File: src/dxs_params.svh
// constants for the drive exception status byte block
// assumes a 32-bit classic wishbone slave with byte addressing
`ifndef DXS_PARAMS_SVH
`define DXS_PARAMS_SVH
`define DXS_OFF_WRFLT     8'h00
`define DXS_OFF_DIAG      8'h04
`define DXS_OFF_HEAD      8'h08
`define DXS_OFF_OVR       8'h0c
`define DXS_OFF_CTRL      8'h10
`define DXS_OFF_SUMM      8'h14
`define DXS_B4_STROBE     3
`define DXS_B4_OFFSET     4
`define DXS_B4_NODATA     5
`define DXS_B4_WPROT      7
`define DXS_B5_DIAGDIS    5
`define DXS_B5_INCOMP     6
`define DXS_B5_DVALID     7
`define DXS_B7_FIELD      1
`define DXS_B7_SECTOR     2
`define DXS_B7_TRACK      3
`define DXS_B7_OPFLT      4
`define DXS_B7_LATE       5
`define DXS_B7_REJ_LO     6
`define DXS_B4_USED       8'hb8
`define DXS_B5_USED       8'he0
`define DXS_B7_USED       8'hfe
`define DXS_BYTE_RST      8'h00
`define DXS_DATA_WAIT_NS  1000
`define DXS_CLK_NS        8
`define DXS_DATA_WAIT_CYC ((`DXS_DATA_WAIT_NS + `DXS_CLK_NS - 1) / `DXS_CLK_NS)
`endif

File: src/dxs_pkg.sv
// types for the drive exception status byte block
// assumes dxs_params.svh holds all numbers but these enum encodings
package dxs_pkg;
  typedef enum logic [1:0] {
    DXS_REJ_NONE     = 2'b00,
    DXS_REJ_INVALID  = 2'b01,
    DXS_REJ_CONFLICT = 2'b10,
    DXS_REJ_NORPS    = 2'b11
  } dxs_rej_t;
  typedef enum logic [1:0] {
    DXS_W_IDLE = 2'b00,
    DXS_W_WAIT = 2'b01,
    DXS_W_DATA = 2'b10
  } dxs_wst_t;
endpackage : dxs_pkg

File: src/dxs_top.sv
// drive exception status bytes 4..7 with a wishbone register slave
// assumes drive event inputs are clk-domain pulses, status pins are async
//
// Summary of operation
// - write command with strobe active: strobe fault
// - write command with heads offset: offset fault
// - write accepted, no data arrives: transmission fault
// - write command while write protected: fault
// - byte5 bit5 shows diagnostics disabled
// - diagnostic could not complete: incomplete bit
// - diagnostic error seen: status valid bit
// - heads 0..6 each own error bit
// - byte6 msb: head 7 or 8 error
// - field end passed early: field overrun
// - sector boundary passed early: sector overrun
// - track end passed early: track overrun
// - any operation error: operation fault bit
// - data command arriving late: late bit
// - reject code 00 normal, 01 invalid
// - reject code 10 on operation conflict
// - reject code 11 when sensing disabled
// - unused positions carry no status meaning
// - read fault summary on read/verify error
`timescale 1ns/1ps
`include "dxs_params.svh"
module dxs_top (
  input  wire logic        clk,
  input  wire logic        nrst,
  input  wire logic        clk_en,
  input  wire logic        wb_cyc_i,
  input  wire logic        wb_stb_i,
  input  wire logic        wb_we_i,
  input  wire logic [7:0]  wb_adr_i,
  input  wire logic [3:0]  wb_sel_i,
  input  wire logic [31:0] wb_dat_i,
  output logic      [31:0] wb_dat_o,
  output logic             wb_ack_o,
  input  wire logic        wr_cmd,
  input  wire logic        rd_cmd,
  input  wire logic        rd_op,
  input  wire logic        wr_data_seen,
  input  wire logic        cmd_invalid,
  input  wire logic        cmd_conflict,
  input  wire logic        cmd_late,
  input  wire logic        diag_incomplete,
  input  wire logic        diag_error,
  input  wire logic        field_pass,
  input  wire logic        sector_pass,
  input  wire logic        track_pass,
  input  wire logic        op_busy,
  input  wire logic [8:0]  head_fail,
  input  wire logic        strobe_early_pin,
  input  wire logic        strobe_late_pin,
  input  wire logic        head_offset_pin,
  input  wire logic        wprot_pin,
  input  wire logic        status_xfer,
  output logic             read_fault
);
  // async pin levels, two-stage
  logic [3:0] pin_s1_q;
  logic [3:0] pin_s2_q;
  always_ff @(posedge clk or negedge nrst) begin
    if (!nrst) begin
      pin_s1_q <= 4'h0;
      pin_s2_q <= 4'h0;
    end else if (clk_en) begin
      pin_s1_q <= {wprot_pin, head_offset_pin, strobe_late_pin,
                   strobe_early_pin};
      pin_s2_q <= pin_s1_q;
    end
  end
  logic strobe_on;
  logic offset_on;
  logic wprot_on;
  assign strobe_on = pin_s2_q[0] | pin_s2_q[1];
  assign offset_on = pin_s2_q[2];
  assign wprot_on  = pin_s2_q[3];

  // software control: bit0 diag disable, bit1 rps enable, bit2 clear
  logic diag_dis_q;
  logic rps_en_q;
  logic wb_hit;
  logic wb_wr;
  logic sw_clear;
  assign wb_hit   = wb_cyc_i & wb_stb_i & ~wb_ack_o;
  // writes land on the ack edge, while the master still holds the request
  assign wb_wr    = wb_cyc_i & wb_stb_i & wb_ack_o & wb_we_i & wb_sel_i[0];
  assign sw_clear = wb_wr & (wb_adr_i == `DXS_OFF_CTRL) & wb_dat_i[2];
  always_ff @(posedge clk or negedge nrst) begin
    if (!nrst) begin
      diag_dis_q <= 1'b0;
      rps_en_q   <= 1'b1;
    end else if (clk_en && wb_wr && wb_adr_i == `DXS_OFF_CTRL) begin
      diag_dis_q <= wb_dat_i[0];
      rps_en_q   <= wb_dat_i[1];
    end
  end
  // transfer of status to controller or software clear empties the bytes, all but the byte5 diag disable bit
  logic clr;
  assign clr = status_xfer | sw_clear;

  // write data watchdog
  dxs_pkg::dxs_wst_t wst_q;
  logic [7:0]        wcnt_q;
  logic              nodata_ev;
  assign nodata_ev = (wst_q == dxs_pkg::DXS_W_WAIT) & ~wr_data_seen &
                     (wcnt_q == 8'(`DXS_DATA_WAIT_CYC - 1));
  logic wr_ok;
  assign wr_ok = wr_cmd & ~cmd_invalid & ~cmd_conflict & rps_en_q;
  always_ff @(posedge clk or negedge nrst) begin
    if (!nrst) begin
      wst_q  <= dxs_pkg::DXS_W_IDLE;
      wcnt_q <= 8'h00;
    end else if (clk_en) begin
      case (wst_q)
        dxs_pkg::DXS_W_IDLE: begin
          wcnt_q <= 8'h00;
          if (wr_ok)
            wst_q <= dxs_pkg::DXS_W_WAIT;
        end
        dxs_pkg::DXS_W_WAIT: begin
          wcnt_q <= wcnt_q + 8'h01;
          if (wr_data_seen)
            wst_q <= dxs_pkg::DXS_W_DATA;
          else if (nodata_ev)
            wst_q <= dxs_pkg::DXS_W_IDLE;
        end
        dxs_pkg::DXS_W_DATA: begin
          if (!op_busy)
            wst_q <= dxs_pkg::DXS_W_IDLE;
        end
        default: wst_q <= dxs_pkg::DXS_W_IDLE;
      endcase
    end
  end

  // new events, set beats clear
  logic       any_cmd;
  logic [7:0] b4_set;
  logic [7:0] b5_set;
  logic [7:0] b6_set;
  logic [7:0] b7_set;
  logic       op_err;
  assign any_cmd = wr_cmd | rd_cmd;
  always_comb begin
    b4_set = 8'h00;
    b5_set = 8'h00;
    b7_set = 8'h00;
    b4_set[`DXS_B4_STROBE] = wr_cmd & strobe_on;
    b4_set[`DXS_B4_OFFSET] = wr_cmd & offset_on;
    b4_set[`DXS_B4_NODATA] = nodata_ev;
    b4_set[`DXS_B4_WPROT]  = wr_cmd & wprot_on;
    b5_set[`DXS_B5_INCOMP] = diag_incomplete;
    b5_set[`DXS_B5_DVALID] = diag_error;
    b7_set[`DXS_B7_FIELD]  = field_pass & op_busy;
    b7_set[`DXS_B7_SECTOR] = sector_pass & op_busy;
    b7_set[`DXS_B7_TRACK]  = track_pass & op_busy;
    b7_set[`DXS_B7_LATE]   = any_cmd & cmd_late;
  end
  // head bits, 7 and 8 share msb
  assign b6_set = {head_fail[7] | head_fail[8], head_fail[6:0]};
  // reject code, priority no-rps > conflict > bad
  dxs_pkg::dxs_rej_t rej_d;
  logic              rej_ev;
  always_comb begin
    rej_d = dxs_pkg::DXS_REJ_NONE;
    if (any_cmd && !rps_en_q)
      rej_d = dxs_pkg::DXS_REJ_NORPS;
    else if (any_cmd && cmd_conflict)
      rej_d = dxs_pkg::DXS_REJ_CONFLICT;
    else if (any_cmd && cmd_invalid)
      rej_d = dxs_pkg::DXS_REJ_INVALID;
  end
  assign rej_ev = (rej_d != dxs_pkg::DXS_REJ_NONE);
  assign op_err = (|b4_set) | (|b7_set) | (|b6_set) | rej_ev;

  logic [7:0]        b4_q;
  logic [7:0]        b5_q;
  logic [7:0]        b6_q;
  logic [5:0]        b7_q;
  dxs_pkg::dxs_rej_t rej_q;
  always_ff @(posedge clk or negedge nrst) begin
    if (!nrst) begin
      b4_q  <= `DXS_BYTE_RST;
      b5_q  <= `DXS_BYTE_RST;
      b6_q  <= `DXS_BYTE_RST;
      b7_q  <= 6'h00;
      rej_q <= dxs_pkg::DXS_REJ_NONE;
    end else if (clk_en) begin
      b4_q <= (clr ? 8'h00 : b4_q) | b4_set;
      b5_q <= (clr ? 8'h00 : b5_q) | b5_set;
      b6_q <= (clr ? 8'h00 : b6_q) | b6_set;
      b7_q <= (clr ? 6'h00 : b7_q) | b7_set[5:0];
      b7_q[`DXS_B7_OPFLT] <= (~clr & b7_q[`DXS_B7_OPFLT]) | op_err;
      // first reject since transfer is kept
      if (rej_ev && (clr || rej_q == dxs_pkg::DXS_REJ_NONE))
        rej_q <= rej_d;
      else if (clr)
        rej_q <= dxs_pkg::DXS_REJ_NONE;
    end
  end

  // assembled bytes, unused bits forced zero
  logic [7:0] byte4;
  logic [7:0] byte5;
  logic [7:0] byte7;
  assign byte4 = b4_q & `DXS_B4_USED;
  assign byte5 = (b5_q | {2'b00, diag_dis_q, 5'h00}) & `DXS_B5_USED;
  assign byte7 = {rej_q, b7_q} & `DXS_B7_USED;

  always_ff @(posedge clk or negedge nrst) begin
    if (!nrst)
      read_fault <= 1'b0;
    else if (clk_en)
      read_fault <= (~clr & read_fault) |
                    (rd_op & (op_err | (|b5_set)));
  end

  // wishbone slave, ack one cycle after request, unmapped reads zero
  always_ff @(posedge clk or negedge nrst) begin
    if (!nrst) begin
      wb_ack_o <= 1'b0;
      wb_dat_o <= 32'h0000_0000;
    end else if (clk_en) begin
      wb_ack_o <= wb_hit;
      case (wb_adr_i)
        `DXS_OFF_WRFLT: wb_dat_o <= {24'h000000, byte4};
        `DXS_OFF_DIAG:  wb_dat_o <= {24'h000000, byte5};
        `DXS_OFF_HEAD:  wb_dat_o <= {24'h000000, b6_q};
        `DXS_OFF_OVR:   wb_dat_o <= {24'h000000, byte7};
        `DXS_OFF_CTRL:  wb_dat_o <= {30'h0, rps_en_q, diag_dis_q};
        `DXS_OFF_SUMM:  wb_dat_o <= {31'h0, read_fault};
        default:        wb_dat_o <= 32'h0000_0000;
      endcase
    end
  end
endmodule : dxs_top

File: config.mk
export PLATFORM = sky130hd
export DESIGN_NAME = dxs_top
export DESIGN_NICKNAME = d
export VERILOG_FILES = /design/src/dxs_pkg.sv /design/src/dxs_top.sv
export VERILOG_INCLUDE_DIRS = /design/src
export SDC_FILE = /design/constraint.sdc
export NUM_CORES = 1
export LEC_CHECK = 0
export ABC_AREA = 1
export BUFFER_PORTS_ARGS = -buffer_cell sky130_fd_sc_hd__buf_2
export CORE_MARGIN = 5
export CORE_UTILIZATION = 52
export CTS_CLUSTER_SIZE = 28
export DETAILED_ROUTE_END_ITERATION = 12
export GPL_ROUTABILITY_DRIVEN = 0
export PLACE_DENSITY = 0.92
export SYNTH_ARGS = -nofsm -noshare
export SYNTH_HDL_FRONTEND = slang
export SYNTH_SLANG_ARGS = --single-unit
File: constraint.sdc
create_clock -name clk -period 1.9 [get_ports clk]
set_input_delay 0.095 -clock clk [delete_from_list [all_inputs] [get_ports clk]]
set_output_delay 0.095 -clock clk [all_outputs]
set_load 0.02 [all_outputs]
* Word level (Yosys, flattened, before mapping) *
Index checks and enable logic that the tools add are counted.

word-level totals
  register bits after elaboration = 86
  input bits = 77
  output and inout bits = 34
  word-level logic and storage cells = 105

cells by class
  add/subtract/negate cells = 1
  equality and inequality tests = 11
  multiplexer cells = 16
  bitwise logic cells = 42
  reductions and logical operators = 21

operators by type and width
  operator                                        count
  case mux 8 bit (6 select lines)                 1
  two-way mux 8 bit                               3
  OR 8 bit                                        3
  bitwise AND 1 bit                               22
  == test 8 x 4 -> 1 bit (second input constant)  2
  == test 8 x 5 -> 1 bit (second input constant)  2
  two-way mux 2 bit                               8
  case mux 8 bit (2 select lines)                 1
  OR 1 bit                                        10
  adder 8 x 1 -> 8 bit (second input constant)    1
  == test 8 x 3 -> 1 bit (second input constant)  1
  == test 8 x 7 -> 1 bit (second input constant)  1
  zero test 8 bit                                 1
  OR 8 x 6 -> 8 bit                               1
  OR reduction 4 bit                              2
  OR reduction 8 bit                              1
  logical AND 1 bit                               6
  two-way mux 6 bit                               1
  OR 6 bit                                        1
  case mux 2 bit (3 select lines)                 1
  nonzero test 2 bit                              3
  inverter 1 bit                                  5
  zero test 2 bit                                 2
  != test 2 bit (second input constant)           2
  9 further kinds                                 10

* Logic depth before layout (Yosys ltp) *
Gate-level depths: netlist (run 1).

  depth in word-level cells = 11
  gate-level depth with buffers = 10
  gate-level depth less buffers = 10

* Worst setup path before layout (run 1) *
No wires, ideal clock.

  kind = flip-flop to flip-flop
  start point = reg wb_ack_o
  end point = reg b6_q[5]
  library setup time = 0.128 ns
  arrival time = 1.173 ns
  required time = 1.772 ns
  slack = 0.599 ns
  cell stages (with the launch flop) = 9
  path buffers = 1
  clock period less this slack = 1.301 ns
  cells stage by stage = dfrtp_1 -> nand3_1 -> nor2_1 -> nand3_2 -> nand2_1 -> nand2_2 -> buf_6 -> nand2_1 -> o21ai_1

on the way
  cells in the longest elaborated chain, start to end = 8

RTL lines
  what                             RTL line        source
  from (decl)                      dxs_top.sv:37   output logic wb_ack_o,
  from (signal assigned)           dxs_top.sv:225  wb_ack_o <= wb_hit;
  bitwise AND 1 bit (3 in series)  dxs_top.sv:87   assign wb_wr = wb_cyc_i & wb_stb_i & wb_ack_o & wb_we_i & wb_sel_i[0];
  bitwise AND 1 bit (2 in series)  dxs_top.sv:88   assign sw_clear = wb_wr & (wb_adr_i == `DXS_OFF_CTRL) & wb_dat_i[2];
  OR 1 bit                         dxs_top.sv:100  assign clr = status_xfer | sw_clear;
  two-way mux 8 bit                dxs_top.sv:192  b6_q <= (clr ? 8'h00 : b6_q) | b6_set;
  OR 8 bit                         dxs_top.sv:192
  to (signal assigned)             dxs_top.sv:186  b6_q <= `DXS_BYTE_RST;
  to (signal assigned)             dxs_top.sv:192
  to (decl)                        dxs_top.sv:179  logic [7:0] b6_q;

No other way between the ends.
A chain may end at the register's enable or synchronous reset.

* Final worst setup path (run 1) *
  start point = reg wcnt_q[0]
  end point = reg wst_q[1]

on the way
  cells in the longest elaborated chain, start to end = 4

RTL lines
  what                           RTL line        source
  from (decl)                    dxs_top.sv:104  logic [7:0] wcnt_q;
  from (signal assigned)         dxs_top.sv:122  wcnt_q <= wcnt_q + 8'h01;
  == test 8 x 7 -> 1 bit         dxs_top.sv:107  (wcnt_q == 8'(`DXS_DATA_WAIT_CYC - 1));
  bitwise AND 1 bit              dxs_top.sv:106  assign nodata_ev = (wst_q == dxs_pkg::DXS_W_WAIT) & ~wr_data_seen &
  != test 3 bit (no line)        n/a
  AND reduction 4 bit (no line)  n/a
  to (signal assigned)           dxs_top.sv:112  wst_q <= dxs_pkg::DXS_W_IDLE;
  to (signal assigned)           dxs_top.sv:119  wst_q <= dxs_pkg::DXS_W_WAIT;
  to (signal assigned)           dxs_top.sv:124  wst_q <= dxs_pkg::DXS_W_DATA;
  to (decl)                      dxs_top.sv:103  dxs_pkg::dxs_wst_t wst_q;

No other way between the ends.

==> flow_summary.ini, run 1 <==
[yosys]
yosysSeqAreaShare = 0.4677
avgSynthCellArea_um2 = 7.587
synthCells = 360
synth_warnings = 0
yosys_register_bits = 51
synth_cell_types = 29
synthesis.area_mm2 = 0.002731

[clocking]
clock_latency_ps = 310
cts_tree = yes
cts.path.max_buffers = 2
cts_root_buf = clkbuf_8
cts_buffers = 5
hold_buffers = 7
post_cts_resized = 0
postCtsSetupRepairBufs = 0
clk_pin_slew_ps = 80
cts.sinks = 51
htree_levels = 2

[critical_path]
setup.worst_path.end_class = flop
crit_type = flop to flop
critPathArrivalTime_ps = 1730
worstPathMaxFanout = 4
required_ps = 2120
startpoint_type = flop

[floorplanning]
initial_core_util = 0.5348
die-area_mm2 = 0.006802
die_w_um = 82.48
core_area_mm2 = 0.005107
num_io_pins = 111
num_rows = 26
die_y_um = 82.48

[global_route]
grt_pass1_wl_um = 10270
grt-ovfl-total = 0
grt_max_degree = 52
grt_pass1_vias = 2352
grt_usage = 0.1968
antenna_found_initial = 0

[placed_design]
port_buffers = 54
place_area_mm2 = 0.002978
dp.cells = 477
dp_hpwl_um = 4667

[layout]
antennaDiodeCount = 0
stdcell_count = 492
final_nets = 500
final_layout_size_suffix_gt1_frac = 0.1730
design_area_mm2 = 0.003143
layout_common_cells = nand2_1 (123), buf_2 (54), dfrtp_1 (50), nand3_1 (36), inv_1 (31)
syn2layout_area_growth_pct = 15.07
final_common_cell = nand2_1

[worst_hold_path]
hold_path_class = input pin to flop

[sta]
setup_tns_ps = 0
tightest_slew_ps = 513.3
period_needed_ps = 1508
fin_hold_ws_ps = 8.762
slew_violations = 0
clock-skew-final_ps = 9.805
rsz0062_at_grt = no
setup_viol = 0
clock.fmax_ghz = 0.6629
slew_headroom = 0.6559
fin_crit_sh = 0.7939
finalHoldViolCount = 0

[drt]
vias_per_cell = 5.016
drc = 0
wl_per_cell_um = 12.51
via_count = 2468
firstDrtPassIters = 4
ant_nets = 0
wirelength_um = 6156
drt_iter0_drc = 137

[power_and_ir_drop]
power.density_mw_per_mm2 = 824.0
p_leak_nw = 1.718
ir_drop_v = 0.0008144

[outcome]
status = finished clean

[run]
drv_cap = 0
-- Yosys cell counts --
master	n	area (µm²)
a31oi_1	1	6.260
nor3b_2	1	12.51
nand3_1	36	180.2
clkbuf_1	2	7.510
nand4_1	6	37.54
nor2_1	24	90.09
buf_6	2	22.52
nor3_2	3	30.03
buf_4	24	180.2
nor3_1	4	20.02
conb_1	1	3.750
dfrtp_1	50	1251
buf_1	2	7.510
o21ai_0	15	75.07
nor2_2	1	6.260
nand3_2	1	10.01
dfstp_2	1	26.28
nand2_2	2	12.51
a21o_1	1	7.510
nand2_1	123	461.7
inv_1	31	116.4
o21ai_1	10	50.05
a21oi_1	10	50.05
and3_1	1	6.260
buf_2	3	15.01
nor3b_1	1	7.510
xor2_1	1	8.760
ha_1	2	25.02
clkinv_1	1	3.750
-- logic make-up (layout without fill, tap and decap cells) --
family | after synthesis | count (layout) | synth area share
DFF | 51 | 51 | 0.4677
and+or+nand+nor | 203 | 203 | 0.3202
other | 1 | 24 | 0.001373
buffers and inverters | 65 | 104 | 0.1292
AOI/OAI and AO/OA | 37 | 37 | 0.06917
adders and majority gates | 2 | 2 | 0.009160
xor gates and xnor gates | 1 | 1 | 0.003207
-- critical path: stages (launching register included) --
cell and delay (ps):
dfrtp_1 390, inv_1 140, ha_1 160, nand2_1 50
nor2_1 110, nand2_1 70, nand2_1 50, o21ai_0 70
nor2_1 190, nand3_1 110, o21ai_0 100
-- through the flow --
step | worst slack, ps | power (mW) | util
finish | 391.5 | 2.590 | 0.6154
detailed placement | 422.3 | 1.940 | 0.5830
CTS | 398.0 | 2.605 | 0.6154
floorplan | 598.7 | 1.779 | -
global placement | 501.4 | 1.890 | 0.5830
global route | 214.1 | 2.774 | 0.6154
-- layout make-up --
type                    count  area (µm²)
fillers                   474        1964
well taps                  70       87.58
inverters                  32       120.1
clock inverters             1       8.758
clock buffers               7       86.33
flip-flops and latches     51        1277
multi-input cells         267        1187
repair buffers             64       375.4
-- registers in the layout, indices dropped and copies added, names as in the netlist --
register and flops:
rej_q 2, wb_dat_o 8, wb_ack_o 1, diag_dis_q 1
b5_q 2, pin_s2_q 4, b4_q 4, rps_en_q 1
read_fault 1, wst_q 2, wcnt_q 8, pin_s1_q 4
b6_q 8, b7_q 5
-- routing by layer --
metal,GRT usage,vias up,part of all wire
met3,0.03688,10,0.074
met1,0.2402,1147,0.40
li1,-,1219,-
met2,0.3470,92,0.50
met4,0.06645,0,0.018
met5,0,-,0
-- final timing paths --
path / start / end / slack, ps / cells after the start
setup / recovery: wcnt_q[0]$_DFFE_PN0P_ / wst_q[1]$_DFFE_PN0P_ / 390 / 10
hold / removal: strobe_late_pin / pin_s1_q[1]$_DFFE_PN0P_ / 9 / 3
setup reg to reg: wcnt_q[0]$_DFFE_PN0P_ / wst_q[1]$_DFFE_PN0P_ / 390 / 10
hold reg to reg: pin_s1_q[3]$_DFFE_PN0P_ / pin_s1_q[3]$_DFFE_PN0P_ / 480 / 2
max in group asynchronous: nrst / rps_en_q$_DFFE_PN1P_ / 1330 / 3
min in group asynchronous: nrst / wcnt_q[5]$_DFFE_PN0P_ / 290 / 3
-- power breakdown --
group          switching (mW)  total (mW)  leakage [nW]  internal, mW
registers               0.106        1.33         0.641          1.23
logic                   0.396       0.600          1.03         0.203
clock network           0.356       0.655        0.0484         0.299
Power figures use the tool's default switching activity.
==> run 2, diff against run 1 <==
CORE_UTILIZATION = 44   (was 52)
PLACE_DENSITY = 0.84   (was 0.92)
clock period = 1.3 ns   (was 1.9 ns; I/O delays follow)
==> run 2 against run 1 <==
Effect of this change:
- the run now ends with negative setup slack left
- clock skew is essentially flat
- clock-buffer cell count shrank 1
- worst hold slack is essentially flat
- wire length up 22%
- register-to-register slack lost 490 ps
- first-iteration DRC count rose by 47%
- core utilization shrank 0.43 points
- clock power up 97%
- combinational power rose by 130%
- highest routed layer unchanged
==> flow_summary.ini, run 2 (synthesis results as in run 1) <==
[worst_hold_path]
hold_path_class = input pin to flop

[layout]
syn2layout_area_growth_pct = 34.04
fillCellCount = 514
top_regs = b6_q (8), wb_dat_o (8), wcnt_q (8)
layout_common_cells = nand2_1 (101), buf_2 (54), dfrtp_1 (49), nand3_1 (31), inv_1 (27)
seq_area_mm2 = 0.001279
antennaDiodeCount = 0
final_nets = 526
final_layout_size_suffix_gt1_frac = 0.3281
stdcell_count = 523
multi_input_area_mm2 = 0.001421
final_common_cell = nand2_1

[critical_path]
reg2reg_slack_ps = -100
required_ps = 1500
startpoint_type = flop
cp_slowest_cell = dfrtp_1
cpLargestDelayFamily = flip-flops
critPathMaxStageDelay_ps = 410
worstPathMaxFanout = 3
critPathArrivalTime_ps = 1600
path_cells = inv_2, ha_4, nand2_2, nor2_2, nand2_1, nand2_1, o21ai_1, nor2_2, buf_4, o21ai_2
cp_num_buf_inv = 2
crit_type = flop to flop
setup.worst_path.end_class = flop

[run]
drv_cap = 0

[outcome]
status = finished, violations left
violations = negative setup slack

[global_route]
grt_usage = 0.1776
grt-ovfl-total = 0
grt_pass1_wl_um = 10950
grt_pass1_vias = 2459
antenna_found_initial = 0
grt_max_degree = 33

[sta]
rsz0062_at_grt = yes
setup_viol = 4
clock-skew-final_ps = 9.844
setup_slack_ps = -102.2
clock.fmax_ghz = 0.7131
fin_hold_ws_ps = 9.051
slew_violations = 0
period_needed_ps = 1402
finalHoldViolCount = 0
fin_crit_sh = 1.079

[power_and_ir_drop]
p_leak_nw = 1.948
total_power_mw = 4.664
ir_drop_v = 0.0007885
clkPwrFrac = 0.277
p_int_mw = 3.138
power.density_mw_per_mm2 = 1274
p_switching_mw = 1.526
p_seq_frac = 0.428
swShare = 0.3271
combPwrFrac = 0.295

[clocking]
cts_buffers = 5
clk_pin_slew_ps = 90
cts.sinks = 51
htree_levels = 2
cts_root_buf = clkbuf_8
cts_tree = yes
clock_latency_ps = 310
cts.path.max_buffers = 2

[drt]
wl_per_cell_um = 14.34
wirelength_um = 7502
firstDrtPassIters = 4
drt_iter0_drc = 201
via_count = 2646
drc = 0
ant_nets = 0
vias_per_cell = 5.059

[placed_design]
dp_hpwl_um = 5008
port_buffers = 54
pre_cts_ws_ps = -103.7
dp.cells = 500

[floorplanning]
num_rows = 28
die_y_um = 88.79
initial_core_util = 0.4559
num_io_pins = 111
die-area_mm2 = 0.007884
core_area_mm2 = 0.005991
die_w_um = 88.79
==> run 2: timing repair <==
item / in CTS / in global routing
endpoints found under the setup margin: 5 / 29
hold buffers: 8 / 0
hold endpoints to repair: 57 / 0
buffers inserted: 2 / 2
gates resized for setup: 11 / 60
cloned: 0 / 3
pin swaps: 8 / 16
==> run 2: worst register-to-register path, delay by kind of cell (launching register included) <==
family,cells,cell delay [ps]
fa+ha+maj,1,130
buf+inv,2,250
compound gates,2,130
simple gates,5,380
flops,1,410
==> run 2: worst paths after layout <==
check	cells after the start	from	endpoint
max	10	wcnt_q[1]$_DFFE_PN0P_	wst_q[0]$_DFFE_PN0P_
min	3	wb_dat_i[1]	rps_en_q$_DFFE_PN1P_
max reg2reg	10	wcnt_q[1]$_DFFE_PN0P_	wst_q[0]$_DFFE_PN0P_
min reg2reg	2	pin_s1_q[3]$_DFFE_PN0P_	pin_s1_q[3]$_DFFE_PN0P_
max in group asynchronous	3	nrst	rps_en_q$_DFFE_PN1P_
min in group asynchronous	3	nrst	wcnt_q[5]$_DFFE_PN0P_
==> run 2: metal layers <==
metal,global-route usage,up-vias,wire length (µm)
met5,0,-,0
met4,0.05769,0,178
met3,0.03538,18,527
met2,0.3023,112,4002
met1,0.2261,1245,2794
li1,-,1271,-
==> run 2: power by group through the flow <==
stage          logic (mW)  registers, mW  clock network (mW)
3_3_place_gp        0.930           1.96                   0
3_5_place_dp        0.980           1.97                   0
4_1_cts              1.07           1.95                1.31
2_1_floorplan       0.661           1.94                   0
6_report             1.38           2.00                1.29
5_1_grt              1.54           2.02                1.38
==> run 2: layout make-up <==
class                           instances  share of cell area
Multi-Input combinational cell        267              0.3882
Inverter                               32             0.03349
Clock inverter                          2             0.01640
Timing Repair Buffer                   90              0.1671
Clock buffer                            6             0.01982
Tap cell                               75             0.02563
Sequential cell                        51              0.3493
==> run 2: metrics by stage <==
| step | instance area (µm²) | setup TNS, ps | util |
|---|---|---|---|
| 2_1_floorplan | 2819 | 0 | - |
| 3_3_place_gp | 3120 | -163.6 | 0.5209 |
| 3_5_place_dp | 3120 | -469.4 | 0.5209 |
| 4_1_cts | 3373 | -351.7 | 0.5631 |
| 5_1_grt | 3661 | -1092 | 0.6111 |
| 6_report | 3661 | -236.7 | 0.6111 |
==> run 3, diff against run 2 <==
CTS_BUF_LIST = sky130_fd_sc_hd__clkbuf_8 sky130_fd_sc_hd__clkbuf_16   (was not set)
==> run 3 against run 2 <==
Effect of this change:
- the flow still finishes with violations (negative setup slack)
- global-route usage is the same
- cell area is the same
- register-to-register slack is essentially flat
- non-clock buffer count is the same
- via count is the same
- critical endpoint unchanged
- largest power group unchanged
==> flow_summary.ini, run 3 (synthesis results as in run 1) <==
[outcome]
status = finished, violations left
violations = negative setup slack

[drt]
vias_per_cell = 5.059
firstDrtPassIters = 4
wirelength_um = 7506
ant_nets = 0
wl_per_cell_um = 14.35
drt_iter0_drc = 201
via_count = 2646
drc = 0

[floorplanning]
num_io_pins = 111
die_w_um = 88.79
die_y_um = 88.79
core_area_mm2 = 0.005991
initial_core_util = 0.4559
num_rows = 28
die-area_mm2 = 0.007884

[global_route]
grt_pass1_wl_um = 10950
grt_max_degree = 33
grt_pass1_vias = 2459
grt_usage = 0.1776
antenna_found_initial = 0
grt-ovfl-total = 0

[clocking]
cts_buffers = 5
cts.path.max_buffers = 2
clock_latency_ps = 310
cts_tree = yes
cts_root_buf = clkbuf_8
cts.sinks = 51
clk_pin_slew_ps = 90
htree_levels = 2

[placed_design]
port_buffers = 54
dp_hpwl_um = 5008
place_area_mm2 = 0.003120
dp.cells = 500

[power_and_ir_drop]
ir_drop_v = 0.0007885
power.density_mw_per_mm2 = 1272
p_leak_nw = 1.952

[worst_hold_path]
min_from = wb_dat_i[1]
hold_path_class = input pin to flop
whs_endpoint = rps_en_q$_DFFE_PN1P_
min_path_cells = 3

[layout]
final_common_cell = nand2_1
top_regs = b6_q (8), wb_dat_o (8), wcnt_q (8)
final_layout_size_suffix_gt1_frac = 0.3281
antennaDiodeCount = 0
syn2layout_area_growth_pct = 34.04
final_nets = 526
design_area_mm2 = 0.003661
fillCellCount = 514
stdcell_count = 523
layout_common_cells = nand2_1 (101), buf_2 (54), dfrtp_1 (49), nand3_1 (31), inv_1 (28)

[sta]
slew_violations = 0
finalHoldViolCount = 0
setup_slack_ps = -102.2
period_needed_ps = 1402
rsz0062_at_grt = yes
fin_crit_sh = 1.079
clock.fmax_ghz = 0.7131
setup_viol = 4
clock-skew-final_ps = 10.10

[critical_path]
reg2reg_depth = 10
setup.worst_path.end_class = flop
required_ps = 1500
r2r-end = wst_q[0]$_DFFE_PN0P_
reg2reg_slack_ps = -100
startpoint_type = flop
r2r-start = wcnt_q[1]$_DFFE_PN0P_
critPathArrivalTime_ps = 1600
worstPathMaxFanout = 3
crit_type = flop to flop

[run]
drv_cap = 0
-- run 3: metrics by stage --
step | power (mW) | setup TNS [ps] | utilization | setup slack (ps) | hold slack (ps)
global route | 4.940 | -1088 | 0.6111 | -157.2 | 10.98
detailed placement | 2.953 | -469.4 | 0.5209 | -103.7 | 54.82
CTS | 4.319 | -351.0 | 0.5631 | -104.1 | 3.419
finish | 4.657 | -236.7 | 0.6111 | -102.2 | 8.909
global placement | 2.886 | -163.6 | 0.5209 | -44.61 | 46.93
floorplan | 2.600 | 0 | - | 13.59 | -230.6
-- run 3: how the worst max path moves through the flow --
stage / from / to / cells past startpoint
after CTS: wcnt_q[1]$_DFFE_PN0P_ / wst_q[0]$_DFFE_PN0P_ / 10
final: wcnt_q[1]$_DFFE_PN0P_ / wst_q[0]$_DFFE_PN0P_ / 10
after global placement: wcnt_q[0]$_DFFE_PN0P_ / read_fault$_DFFE_PN0P_ / 9
after detailed placement: wcnt_q[1]$_DFFE_PN0P_ / wst_q[0]$_DFFE_PN0P_ / 10
after floorplan: wcnt_q[0]$_DFFE_PN0P_ / wst_q[1]$_DFFE_PN0P_ / 10
after global routing: wcnt_q[0]$_DFFE_PN0P_ / wst_q[0]$_DFFE_PN0P_ / 10
-- run 3: final cells by class --
class	instances	area, µm²	area share
Multi-Input combinational cell	267	1421	0.3882
Tap cell	75	93.84	0.02563
Inverter	32	122.6	0.03349
Clock inverter	3	63.81	0.01743
Timing Repair Buffer	90	611.8	0.1671
Clock buffer	5	68.82	0.01880
Sequential cell	51	1279	0.3493
-- run 3: what timing repair did --
action / CTS / global route
hold buffers: 8 / 0
endpoints found under the setup margin: 5 / 29
pin swaps: 8 / 16
setup buffers: 2 / 2
endpoints found under the hold margin: 57 / 0
cloned: 0 / 3
gates resized for setup: 11 / 60
-- run 3: critical path: stages, from the launching register on --
cell and delay (ps):
dfrtp_1 410, inv_2 100, ha_4 130, nand2_2 50
nor2_2 90, nand2_1 50, nand2_1 50, o21ai_1 80
nor2_2 140, buf_4 150, o21ai_2 50
-- run 3: layer usage --
metal,up-vias,global-route usage,share of wire
met5,-,0,0
met4,0,0.05769,0.024
met3,18,0.03538,0.069
met2,109,0.3023,0.53
met1,1248,0.2261,0.37
li1,1271,-,-
-- run 3: where the power goes --
part	internal (mW)	switching (mW)	total (mW)
clock	0.762	0.523	1.28
combinational	0.572	0.804	1.38
sequential	1.80	0.199	2.00
